## src/sppd_pkg.sv

```systemverilog
package sppd_pkg;

  // ----------------------------------------------------------------------
  // Register map
  // ----------------------------------------------------------------------
  localparam logic [11:0] CFG_REG_INDEX = 12'h089;
  localparam logic [11:0] CFG_ADDR = 12'h224;
  localparam logic [11:0] STAT_ADDR = 12'h230;
  localparam logic [23:0] CFG_RESET = 24'h000040;
  localparam logic [2:0] CFG_LANES_ALL = 3'h7;

  // ----------------------------------------------------------------------
  // Field positions and codes
  // ----------------------------------------------------------------------
  localparam int MODE_LSB = 20;
  localparam int FMT_BIT = 19;
  localparam int POL_BIT = 18;
  localparam int SRC_LSB = 16;
  localparam logic [3:0] MODE_SPECIAL = 4'hf;
  localparam logic [1:0] SRC_LOW_FREQ = 2'h3;
  localparam logic [1:0] AXI_OKAY = 2'h0;
  localparam logic [1:0] AXI_SLVERR = 2'h2;

  // Configuration word, same bit order as the register
  typedef struct packed {
    logic [3:0] mode;
    logic fmt;
    logic pol;
    logic [1:0] src;
    logic [15:0] rate;
  } sppd_cfg_s;

  // Output modes decoded from the active configuration
  typedef enum logic [1:0] {
    SPPD_REGULAR = 2'b00,
    SPPD_LOW_FREQ = 2'b01,
    SPPD_FRAME = 2'b10
  } sppd_mode_e;

endpackage : sppd_pkg

```

## src/sppd_top.sv

```systemverilog
// Notes on behaviour
// - Mode not all ones: divide by 24-bit field
// - Regular divide gives nominal half duty cycle
// - Odd small divides may skew duty, worst 33% at ratio 3
// - Even or odd >= 41 stays within 45-55%
// - Bits 17:16 select source only in special mode
// - Source 00/01/10 siblings A/B/C, 11 low-frequency
// - Frame pulse width is one sibling period
// - Low-frequency clock: double base over low field
// - Bit 18 sets frame pulse polarity
// - Bit 19 sets mid-pulse or first-edge boundary
// - Low field counts source periods between pulses
`timescale 1ns/1ps
module sppd_top (
  // Clock and reset
  input wire logic clk_i,
  input wire logic rst_n_i,
  // Sibling post-divider clocks A, B, C (sampled on clk_i)
  input wire logic [2:0] sib_clk_i,
  // Tick at twice the synthesizer base frequency
  input wire logic base2x_tick_i,
  // Divided clock or frame pulse output
  output logic out_o,
  // AXI4-Lite write address
  input wire logic [11:0] s_axi_awaddr,
  input wire logic s_axi_awvalid,
  output logic s_axi_awready,
  // AXI4-Lite write data
  input wire logic [31:0] s_axi_wdata,
  input wire logic [3:0] s_axi_wstrb,
  input wire logic s_axi_wvalid,
  output logic s_axi_wready,
  // AXI4-Lite write response
  output logic [1:0] s_axi_bresp,
  output logic s_axi_bvalid,
  input wire logic s_axi_bready,
  // AXI4-Lite read address
  input wire logic [11:0] s_axi_araddr,
  input wire logic s_axi_arvalid,
  output logic s_axi_arready,
  // AXI4-Lite read data
  output logic [31:0] s_axi_rdata,
  output logic [1:0] s_axi_rresp,
  output logic s_axi_rvalid,
  input wire logic s_axi_rready
);

  // ----------------------------------------------------------------------
  // Declarations
  // ----------------------------------------------------------------------
  logic [11:0] aw_addr_q;
  logic aw_held_q;
  logic [31:0] w_data_q;
  logic [3:0] w_strb_q;
  logic w_held_q;
  logic do_write;
  logic aw_held_d;
  logic w_held_d;
  logic bvalid_d;
  logic rvalid_d;
  logic [11:0] wr_addr;
  logic [31:0] wr_data;
  logic [3:0] wr_strb;
  logic wr_hit_cfg;
  logic wr_hit_stat;
  logic [23:0] staged_q;
  logic [23:0] staged_d;
  logic [2:0] lanes_q;
  logic [2:0] lanes_d;
  logic commit;
  logic [23:0] divider_d_value_q;
  sppd_pkg::sppd_cfg_s cfg;
  sppd_pkg::sppd_mode_e mode_q;
  sppd_pkg::sppd_mode_e mode_d;
  logic restart_q;
  logic reg_level;
  logic lf_level;
  logic sib_level;
  logic sib_rise;
  logic sib_fall;
  logic [15:0] fr_cnt_q;
  logic [15:0] fr_last;
  logic fr_boundary;
  logic fr_event;
  logic pulse_q;
  logic out_d;
  logic [31:0] rd_data;
  logic rd_hit;

  // ----------------------------------------------------------------------
  // AXI4-Lite write channels
  // ----------------------------------------------------------------------

  // Address and data are taken independently and held until both arrive
  always_ff @(posedge clk_i or negedge rst_n_i) begin
    if (!rst_n_i) begin
      aw_addr_q <= 12'h000;
      aw_held_q <= 1'b0;
    end else if (s_axi_awvalid && s_axi_awready) begin
      aw_addr_q <= s_axi_awaddr;
      aw_held_q <= 1'b1;
    end else if (do_write) begin
      aw_held_q <= 1'b0;
    end
  end

  // Write data holding register
  always_ff @(posedge clk_i or negedge rst_n_i) begin
    if (!rst_n_i) begin
      w_data_q <= 32'h00000000;
      w_strb_q <= 4'h0;
      w_held_q <= 1'b0;
    end else if (s_axi_wvalid && s_axi_wready) begin
      w_data_q <= s_axi_wdata;
      w_strb_q <= s_axi_wstrb;
      w_held_q <= 1'b1;
    end else if (do_write) begin
      w_held_q <= 1'b0;
    end
  end

  // Next held and response state, as the flops will take it at the edge
  assign aw_held_d = (s_axi_awvalid & s_axi_awready) | (aw_held_q & ~do_write);
  assign w_held_d = (s_axi_wvalid & s_axi_wready) | (w_held_q & ~do_write);
  assign bvalid_d = do_write | (s_axi_bvalid & ~s_axi_bready);
  assign rvalid_d = (s_axi_arvalid & s_axi_arready) | (s_axi_rvalid & ~s_axi_rready);

  // Ready only while the slot is empty and no response is pending; the
  // ready flops look one state ahead so the bus outputs stay registered
  always_ff @(posedge clk_i or negedge rst_n_i) begin
    if (!rst_n_i) begin
      s_axi_awready <= 1'b1;
      s_axi_wready <= 1'b1;
      s_axi_arready <= 1'b1;
    end else begin
      s_axi_awready <= ~aw_held_d & ~bvalid_d;
      s_axi_wready <= ~w_held_d & ~bvalid_d;
      s_axi_arready <= ~rvalid_d; // One read at a time
    end
  end

  // Write happens in the first cycle that both halves are held and no response is pending
  assign do_write = aw_held_q & w_held_q & ~s_axi_bvalid;
  assign wr_addr = aw_addr_q;
  assign wr_data = w_data_q;
  assign wr_strb = w_strb_q;
  assign wr_hit_cfg = (wr_addr == sppd_pkg::CFG_ADDR);
  assign wr_hit_stat = (wr_addr == sppd_pkg::STAT_ADDR);

  // Write response; status is read-only so a write there is still OKAY
  always_ff @(posedge clk_i or negedge rst_n_i) begin
    if (!rst_n_i) begin
      s_axi_bvalid <= 1'b0;
      s_axi_bresp <= sppd_pkg::AXI_OKAY;
    end else if (do_write) begin
      s_axi_bvalid <= 1'b1;
      s_axi_bresp <= (wr_hit_cfg || wr_hit_stat) ? sppd_pkg::AXI_OKAY :
                     sppd_pkg::AXI_SLVERR;
    end else if (s_axi_bready) begin
      s_axi_bvalid <= 1'b0;
    end
  end

  // ----------------------------------------------------------------------
  // Configuration register with byte staging
  // ----------------------------------------------------------------------

  // Merge written byte lanes into the staging copy and track which landed
  always_comb begin
    staged_d = staged_q;
    lanes_d = lanes_q;
    if (do_write && wr_hit_cfg) begin
      for (int i = 0; i < 3; i++) begin
        if (wr_strb[i]) begin
          staged_d[i*8 +: 8] = wr_data[i*8 +: 8];
          lanes_d[i] = 1'b1;
        end
      end
    end
    commit = (lanes_d == sppd_pkg::CFG_LANES_ALL);
  end

  // Staging copy is what software reads back
  always_ff @(posedge clk_i or negedge rst_n_i) begin
    if (!rst_n_i) begin
      staged_q <= sppd_pkg::CFG_RESET;
      lanes_q <= 3'h0;
    end else begin
      staged_q <= staged_d;
      lanes_q <= commit ? 3'h0 : lanes_d;
    end
  end

  // Active setting changes only as a whole word, never a byte mix
  always_ff @(posedge clk_i or negedge rst_n_i) begin
    if (!rst_n_i) begin
      divider_d_value_q <= sppd_pkg::CFG_RESET;
      restart_q <= 1'b0;
    end else begin
      restart_q <= commit;
      if (commit) begin
        divider_d_value_q <= staged_d;
      end
    end
  end

  assign cfg = divider_d_value_q;

  // ----------------------------------------------------------------------
  // Mode decode
  // ----------------------------------------------------------------------

  // Source bits only mean a source when the mode nibble is all ones
  always_comb begin
    if (cfg.mode != sppd_pkg::MODE_SPECIAL) begin
      mode_d = sppd_pkg::SPPD_REGULAR;
    end else if (cfg.src == sppd_pkg::SRC_LOW_FREQ) begin
      mode_d = sppd_pkg::SPPD_LOW_FREQ;
    end else begin
      mode_d = sppd_pkg::SPPD_FRAME;
    end
  end

  // Registered mode keeps the output mux off the decode path
  always_ff @(posedge clk_i or negedge rst_n_i) begin
    if (!rst_n_i) begin
      mode_q <= sppd_pkg::SPPD_REGULAR;
    end else begin
      mode_q <= mode_d;
    end
  end

  // ----------------------------------------------------------------------
  // Regular and low-frequency dividers
  // ----------------------------------------------------------------------

  // Whole 24 bits as ratio; high for floor half, so odd ratios skew
  // slightly, worst at small ratios, and even ratios are exact
  sppd_divider u_reg_div (
    .clk_i(clk_i),
    .rst_n_i(rst_n_i),
    .en_i(1'b1),
    .restart_i(restart_q),
    .ratio_i(divider_d_value_q),
    .level_o(reg_level)
  );

  // Counts ticks at twice the base rate, ratio from the low field
  sppd_divider u_lf_div (
    .clk_i(clk_i),
    .rst_n_i(rst_n_i),
    .en_i(base2x_tick_i),
    .restart_i(restart_q),
    .ratio_i({8'h00, cfg.rate}),
    .level_o(lf_level)
  );

  // ----------------------------------------------------------------------
  // Frame pulse generator
  // ----------------------------------------------------------------------

  // Sibling A, B or C chosen by the source bits
  always_comb begin
    unique case (cfg.src)
      2'h0: sib_level = sib_clk_i[0];
      2'h1: sib_level = sib_clk_i[1];
      2'h2: sib_level = sib_clk_i[2];
      2'h3: sib_level = 1'b0;
    endcase
  end

  sppd_edge u_sib_edge (
    .clk_i(clk_i),
    .rst_n_i(rst_n_i),
    .level_i(sib_level),
    .rise_o(sib_rise),
    .fall_o(sib_fall)
  );

  // Rate of zero would never wrap, so it acts as one
  assign fr_last = (cfg.rate == 16'h0000) ? 16'h0000 : cfg.rate - 16'h0001;
  assign fr_boundary = (fr_cnt_q == fr_last);

  // Counts sibling periods; the wrap rising edge is the frame boundary
  always_ff @(posedge clk_i or negedge rst_n_i) begin
    if (!rst_n_i) begin
      fr_cnt_q <= 16'h0000;
    end else if (restart_q) begin
      fr_cnt_q <= 16'h0000;
    end else if (sib_rise) begin
      fr_cnt_q <= fr_boundary ? 16'h0000 : fr_cnt_q + 16'h0001;
    end
  end

  // First-edge format steps on rising edges; mid-pulse format steps on
  // falling edges, so the boundary falls half way through the pulse
  assign fr_event = cfg.fmt ? sib_rise : sib_fall;

  // Pulse lasts exactly one sibling period between two like edges
  always_ff @(posedge clk_i or negedge rst_n_i) begin
    if (!rst_n_i) begin
      pulse_q <= 1'b0;
    end else if (restart_q) begin
      pulse_q <= 1'b0;
    end else if (fr_event) begin
      pulse_q <= fr_boundary;
    end
  end

  // ----------------------------------------------------------------------
  // Output stage
  // ----------------------------------------------------------------------

  // Select per mode; polarity bit inverts the frame pulse only
  always_comb begin
    unique case (mode_q)
      sppd_pkg::SPPD_REGULAR: out_d = reg_level;
      sppd_pkg::SPPD_LOW_FREQ: out_d = lf_level;
      sppd_pkg::SPPD_FRAME: out_d = pulse_q ^ cfg.pol;
      default: out_d = 1'b0;
    endcase
  end

  // Output straight from a flop to keep it glitch free
  always_ff @(posedge clk_i or negedge rst_n_i) begin
    if (!rst_n_i) begin
      out_o <= 1'b0;
    end else begin
      out_o <= out_d;
    end
  end

  // ----------------------------------------------------------------------
  // AXI4-Lite read channels
  // ----------------------------------------------------------------------

  // Read mux: staged config, or live status of the block
  always_comb begin
    rd_data = 32'h00000000;
    rd_hit = 1'b1;
    if (s_axi_araddr == sppd_pkg::CFG_ADDR) begin
      rd_data = {8'h00, staged_q};
    end else if (s_axi_araddr == sppd_pkg::STAT_ADDR) begin
      rd_data = {26'h0000000, out_o, lanes_q, mode_q};
    end else begin
      rd_hit = 1'b0;
    end
  end

  // One read at a time; answered one cycle after the address is taken
  always_ff @(posedge clk_i or negedge rst_n_i) begin
    if (!rst_n_i) begin
      s_axi_rvalid <= 1'b0;
      s_axi_rdata <= 32'h00000000;
      s_axi_rresp <= sppd_pkg::AXI_OKAY;
    end else if (s_axi_arvalid && s_axi_arready) begin
      s_axi_rvalid <= 1'b1;
      s_axi_rdata <= rd_data;
      s_axi_rresp <= rd_hit ? sppd_pkg::AXI_OKAY : sppd_pkg::AXI_SLVERR;
    end else if (s_axi_rready) begin
      s_axi_rvalid <= 1'b0;
    end
  end

endmodule : sppd_top

```

## src/sppd_edge.sv

```systemverilog
`timescale 1ns/1ps
module sppd_edge (
  // Clock and reset
  input wire logic clk_i,
  input wire logic rst_n_i,
  // Sampled level and its edges
  input wire logic level_i,
  output logic rise_o,
  output logic fall_o
);

  logic prev_q;

  // Previous level for edge detection
  always_ff @(posedge clk_i or negedge rst_n_i) begin
    if (!rst_n_i) begin
      prev_q <= 1'b0;
    end else begin
      prev_q <= level_i;
    end
  end

  // One-cycle edge pulses
  assign rise_o = level_i & ~prev_q;
  assign fall_o = ~level_i & prev_q;

endmodule : sppd_edge

```

## src/sppd_divider.sv

```systemverilog
`timescale 1ns/1ps
module sppd_divider (
  // Clock and reset
  input wire logic clk_i,
  input wire logic rst_n_i,
  // Control
  input wire logic en_i,
  input wire logic restart_i,
  input wire logic [23:0] ratio_i,
  // Divided level
  output logic level_o
);

  logic [23:0] cnt_q;
  logic [23:0] cnt_d;
  logic [23:0] last;
  logic [23:0] half;

  // Ratios below two cannot be made from this clock, so they act as two
  always_comb begin
    last = (ratio_i < 24'h000002) ? 24'h000001 : ratio_i - 24'h000001;
    half = (last + 24'h000001) >> 1;
    cnt_d = (cnt_q >= last) ? 24'h000000 : cnt_q + 24'h000001;
  end

  // Counter wraps at ratio; high for the first half of each period
  always_ff @(posedge clk_i or negedge rst_n_i) begin
    if (!rst_n_i) begin
      cnt_q <= 24'h000000;
      level_o <= 1'b0;
    end else if (restart_i) begin
      cnt_q <= 24'h000000;
      level_o <= 1'b0;
    end else if (en_i) begin
      cnt_q <= cnt_d;
      level_o <= (cnt_d < half);
    end
  end

endmodule : sppd_divider

```

## config.mk

```make
export PLATFORM = sky130hd
export DESIGN_NAME = sppd_top
export DESIGN_NICKNAME = d
export VERILOG_FILES = /design/src/sppd_pkg.sv /design/src/sppd_top.sv /design/src/sppd_edge.sv /design/src/sppd_divider.sv
export SDC_FILE = /design/constraint.sdc
export NUM_CORES = 1
export LEC_CHECK = 0
export BUFFER_PORTS_ARGS = -buffer_cell sky130_fd_sc_hd__buf_2
export CAP_MARGIN = 20
export CORE_MARGIN = 4
export CORE_UTILIZATION = 57
export CTS_BUF_LIST = sky130_fd_sc_hd__clkbuf_8
export DETAILED_ROUTE_END_ITERATION = 8
export PLACE_DENSITY_LB_ADDON = 0.08
export SLEW_MARGIN = 30
export SYNTH_ARGS = -nofsm -noshare
export SYNTH_HDL_FRONTEND = slang
export SYNTH_SLANG_ARGS = --single-unit
```

## constraint.sdc

```tcl
create_clock -name clk_i -period 5.48 [get_ports clk_i]
set_clock_uncertainty 0.05 [all_clocks]
set_input_delay 0.274 -clock clk_i [delete_from_list [all_inputs] [get_ports clk_i]]
set_output_delay 0.274 -clock clk_i [all_outputs]
set_load 0.005 [all_outputs]
```

======== Word level (Yosys, flattened, before mapping) ========
Cells that the tools add are included.
operators by class
  reductions and logical operators ........ 15
  mux-type cells .......................... 43
  add/sub/neg operators ................... 8
  bitwise gates (word level) .............. 28
  equal/unequal tests ..................... 12
  magnitude comparators ................... 6
operators with widths
  cell                                                 count
  2-to-1 mux 24 bit                                    9
  adder 24 x 1 -> 24 bit, second input constant        4
  2-to-1 mux 16 bit                                    4
  == test 12 x 10 -> 1 bit, second input constant      4
  greater-or-equal comparator 24 bit                   2
  < comparator 24 x 23 -> 1 bit                        2
  < comparator 24 x 2 -> 1 bit, second input constant  1
  2-to-1 mux 8 bit                                     3
  subtractor 24 x 1 -> 24 bit, second input constant   1
  2-to-1 mux 1 bit                                     18
  subtractor 16 x 1 -> 17 bit, second input constant   1
  adder 16 x 1 -> 16 bit, second input constant        1
  == test 16 bit                                       1
  zero test 16 bit                                     1
  < comparator 16 x 2 -> 1 bit, second input constant  1
  subtractor 16 x 1 -> 16 bit, second input constant   1
  nonzero test 2 bit                                   7
  AND 1 bit                                            13
  inverter 1 bit                                       10
  2-to-1 mux 2 bit                                     4
  == test 2 bit, second input constant                 3
  2-to-1 mux 3 bit                                     2
  2-to-1 mux 6 bit                                     1
  == test 2 x 1 -> 1 bit, second input constant        2
  9 further kinds                                      16
word-level totals
  bits of input ports ..................... 71
  output and inout port bits .............. 42
  word-level logic and storage cells ...... 138
  register bits after elaboration ......... 205

======== Logic depth before layout (Yosys ltp) ========
  word-level depth ........................ 7
  gate-level depth with buffers ........... 28

======== Modules after synthesis ========
A second synthesis with hierarchy kept.
unflattened totals
  cell total of the unflattened synthesis .. 1669
  area, all modules ....................... 14956.8 µm²
by module, submodules not included
  module                    instances  cells each  area each (µm²)
  sppd_top                  1          598         6866.6
  sppd_divider (u_lf_div)   1          546         4095.2
  sppd_divider (u_reg_div)  1          522         3955.0
  sppd_edge                 1          3           40.0

======== Worst setup path after synthesis ========
Ideal clock, no wire load.
  kind .................................... reg-to-reg
  from .................................... register divider_d_value_q[6], in the netlist cfg[6]
  to ...................................... register u_reg_div.level_o
  arrival time ............................ 5.627 ns
  library setup time ...................... 0.123 ns
  clock period less this slack ............ 5.800 ns
  data required time ...................... 5.307 ns
  path slack .............................. -0.320 ns
  stages on the path, launching flop included .. 22
  path through ............................ dfstp_2 > clkbuf_1 > nor4_1 > nand3_1 > or3_1 > nor3_1 > xnor2_1 > or2_1 > ha_1 > nand2_1 > or4_1 > nand3_1 > a311o_1 > clkbuf_1 > clkbuf_1 > nor2_1 > ha_1 > nand3_1 > nor4_1 > or3b_2 > o21a_1 > o221a_2
on the way
  cells in the longest elaborated chain, start to end .. 6
ends and longest elaborated chain
  item                                                                                RTL line            RTL
  start, declared                                                                     sppd_top.sv:71      logic [23:0] divider_d_value_q;
  start signal, assigned                                                              sppd_top.sv:197     divider_d_value_q <= sppd_pkg::CFG_RESET;
  start signal, assigned                                                              sppd_top.sv:202     divider_d_value_q <= staged_d;
  subtractor 24 x 1 -> 24 bit / < comparator 24 x 2 -> 1 bit (equally long branches)  sppd_divider.sv:21  last = (ratio_i < 24'h000002) ? 24'h000001 : ratio_i - 24'h000001;
  2-to-1 mux 24 bit (*)                                                               sppd_divider.sv:21
  greater-or-equal comparator 24 bit                                                  sppd_divider.sv:23  cnt_d = (cnt_q >= last) ? 24'h000000 : cnt_q + 24'h000001;
  2-to-1 mux 24 bit                                                                   sppd_divider.sv:23
  < comparator 24 x 23 -> 1 bit (*)                                                   sppd_divider.sv:36  level_o <= (cnt_d < half);
  2-to-1 mux 1 bit (*)                                                                sppd_divider.sv:31  end else if (restart_i) begin
  end signal, assigned                                                                sppd_divider.sv:36
  end, declared                                                                       sppd_divider.sv:11  output logic level_o
Mark *: on every way between the ends. The rest lies on a longest branch, timed or not.
A chain may end at the register's enable or synchronous reset.

======== Final worst setup path ========
  from .................................... register divider_d_value_q[0], in the netlist cfg[0]
  to ...................................... register u_reg_div.level_o
Same word-level chain as after synthesis.

==> metrics.log <==
INFO  metric postRouteWirelength = 32900 microns
INFO  metric result_of_the_run = finished clean
INFO  metric setup-violations-final = 0
INFO  metric worstMarginPinSlew = 0.866 ns
INFO  metric hold_viol_final = 0
INFO  metric initial_utilization = 58.7%
INFO  metric antenna_violating_nets_post_route = 0
INFO  metric die_height = 159 microns
INFO  metric power.static_leakage = 7.00 nW
INFO  metric fmax = 0.191 GHz
INFO  metric largest_net_degree_at_the_start_of_global_routing = 71
INFO  metric critical_path_arrival = 5.56 ns
INFO  metric core = 22100 sq um
INFO  metric clock_sink_count = 195
INFO  metric grt_remaining_overflow = 0
INFO  metric port_buffers = 93
INFO  metric critical_path_peak_fanout = 16
INFO  metric drt-initial-drc-count = 629
INFO  metric routedWlPerCell = 17.8 microns
INFO  metric route.detailed.drc = 0
INFO  metric cts.reportedPaths.clkPinSlew = 0.12 ns
INFO  metric synth_seq_area_share = 37.7%
INFO  metric p_total = 3.69 mW
INFO  metric timing.hold.worst.class = input pin to flip-flop
INFO  metric total_die_area = 25200 sq um
INFO  metric pwr_cell_area = 245 nW/um^2
INFO  metric postSynthRegisterBits = 195
INFO  metric cts-htree-levels = 4
INFO  metric drive_gt1_share = 22.1%
INFO  metric end_kind = flip-flop
INFO  metric irDropWorstVdd = 0.000228 V
INFO  metric post-synth-top-area-fraction = 36.7%
INFO  metric die_w = 159 microns
INFO  metric firstDrtPassIters = 6
INFO  metric ys_types = 79
INFO  metric dp.final_hpwl = 24500 microns
INFO  metric timing.final.crit_period = 5.23 ns
INFO  metric data_required_time_at_the_worst_endpoint = 5.81 ns
INFO  metric tritoncts = yes
INFO  metric timing.final.crit_share = 95.4%
INFO  metric synth_edf_count = 0
INFO  metric post_synth_main_area_contributors = dfrtp_1 37%, ha_1 9.5%, mux2_2 7.7%
INFO  metric max_cap_viol_count = 0
INFO  metric synth_async_sr_flop_share = 100%
INFO  metric cts_root_buffer = clkbuf_8
INFO  metric max-clock-path-buffers = 2
INFO  metric layout.cells.most_common_list = 187 x dfrtp_1, 178 x nand2_1, 97 x ha_1, 96 x nor2_1, 92 x buf_2
INFO  metric finish.cell_count_without_fillers = 1852
INFO  metric mappedNetlistArea = 13000 sq um
INFO  metric route.vias.total = 10900
INFO  metric fin_nets = 1728
INFO  metric area_growth_syn_to_fin = 16.4%
INFO  metric first_global_vias = 10700
INFO  metric syn_area_per_cell = 9.23 sq um
INFO  metric grt_pass1_wl = 54700 microns
INFO  metric postSynthCellCount = 1404
INFO  metric grt_antenna_before_repair = 0
INFO  metric mostFrequentLayoutCell = dfrtp_1
INFO  metric tritoncts.num_buffers = 17
INFO  metric ys.flop_type = dfrtp_1
INFO  metric final-max-slew-violation-count = 0
INFO  metric antenna-diode-count = 0
INFO  metric fin_setup_tns = 0 ns
INFO  metric synth_top_area_cell = dfrtp_1
INFO  metric worstSkewPairLatency = 0.48 ns
INFO  metric filler_cell_count = 1797
INFO  metric floorplan.io_pins = 113
INFO  metric path_class = flip-flop to flip-flop
INFO  metric critical_path.startpoint_type = flip-flop
INFO  metric gpl.final_weighted_congestion = 0.968
INFO  metric rows = 54
INFO  metric synthesis.yosys.warnings = 0
INFO  metric groute.usage.overall = 26.1%
INFO  metric route.detailed.vias_per_inst = 5.90
INFO  metric worst_slew_margin_rel = 42.3%
INFO  metric placed_cells = 1770
-- final timing paths --
kind	from	endpoint	slack (ns)	depth (start not counted)
setup / recovery	cfg[0]	u_reg_div.level_o	0.25	22
hold / removal	s_axi_wdata[2]	w_data_q[2]	0.03	2
setup reg to reg	cfg[0]	u_reg_div.level_o	0.25	22
hold reg to reg	w_held_q	s_axi_wready	0.40	1
max in group asynchronous	rst_n_i	cfg[8]	3.86	3
min in group asynchronous	rst_n_i	s_axi_rdata[15]	0.29	2
-- flip-flops by register name, indices dropped and copies added, names as in the netlist, 2 cells and up --
register         cells
u_lf_div.cnt_q      24
staged_q            24
mode_q               2
s_axi_rdata         24
aw_addr_q           12
u_reg_div.cnt_q     24
w_data_q            24
cfg                 24
fr_cnt_q            16
w_strb_q             3
lanes_q              3
-- routing by layer --
metal  GRT usage [%]  part of all wire, %  up-vias
met1            36.9                   46     5251
met2            43.3                   47      280
met4            6.35                  1.9        0
met3            3.27                  4.7       51
li1                -                    -     5342
met5               0                    0        -
-- area by class of cell --
class                           count  area (sq um)  share of cell area, %
Clock buffer                       17           234                   1.55
Clock inverter                     15           183                   1.21
Inverter                           24          90.1                  0.597
Multi-Input combinational cell   1115          7860                   52.1
Sequential cell                   195          4890                   32.4
Tap cell                          280           350                   2.32
Timing Repair Buffer              206          1480                   9.78
-- per-stage QoR --
step	setup slack [ns]	hold WS, ns	area (sq um)	utilization (%)
after floorplan	0.0162	-0.0716	13000	-
after global placement	-0.0547	0.247	14000	63.4
after detailed placement	-0.113	0.245	14000	63.4
after CTS	0.0262	0.00895	14800	67.2
after global routing	-0.0229	0.00292	15100	68.3
final	0.252	0.0260	15100	68.3
-- synthesized netlist by cell type, types with 12 or more instances --
| cell type | instances |
|---|---|
| nor4_1 | 12 |
| and2_1 | 24 |
| o21ai_0 | 54 |
| nand3_1 | 49 |
| a21o_1 | 30 |
| mux2_2 | 89 |
| o21ai_1 | 18 |
| nand4_1 | 27 |
| nor3_1 | 45 |
| or4_1 | 13 |
| dfrtp_1 | 190 |
| or3_1 | 12 |
| a21oi_1 | 58 |
| clkbuf_1 | 54 |
| xor2_1 | 37 |
| nand2_1 | 181 |
| and3_1 | 29 |
| o31ai_1 | 21 |
| xnor2_1 | 52 |
| nor4b_1 | 13 |
| nor2_1 | 99 |
| ha_1 | 98 |
| inv_1 | 23 |
| nor2b_1 | 18 |
-- power by group --
group / switching [mW] / total [mW] / internal (mW)
logic: 0.459 / 0.918 / 0.459
registers: 0.151 / 1.80 / 1.65
clock network: 0.588 / 0.978 / 0.390
total: 1.20 / 3.69 / 2.49
-- what timing repair did --
item | CTS | global route
gates resized for setup | 2 | 34
endpoints found under the setup margin | 1 | 2
pin swaps | 0 | 4
hold endpoints to repair | 104 | 0
hold buffers | 41 | 0
gates cloned | 0 | 1
buffers inserted | 0 | 8
-- critical path, stage by stage, from the launching register on --
cell	delay, ns
dfrtp_2	0.46
inv_1	0.16
ha_4	0.20
or3b_1	0.38
or3_1	0.38
and2_1	0.21
buf_4	0.18
nand2b_1	0.18
ha_1	0.19
a21o_1	0.15
a21oi_1	0.15
nor2b_1	0.06
o21ai_0	0.14
nand3_1	0.09
a311o_1	0.38
buf_12	0.17
nor2_1	0.13
ha_1	0.16
nand3_1	0.14
nor4_2	0.33
or3b_4	0.42
o21a_1	0.17
o221a_2	0.24
-- cells by family (layout without fill, tap and decap cells) --
kind of cell / after synthesis / after routing / synth area share, %
AOI/OAI and AO/OA: 251 / 251 / 12.6
DFF: 195 / 195 / 37.7
buffers and inverters: 103 / 262 / 3.40
xor gates and xnor gates: 89 / 89 / 6.01
muxes: 93 / 93 / 8.04
other: 1 / 10 / 0.0289
adders and majority gates: 98 / 98 / 9.46
and+or+nand+nor: 574 / 574 / 22.7
(Power assumes the default switching activity.)
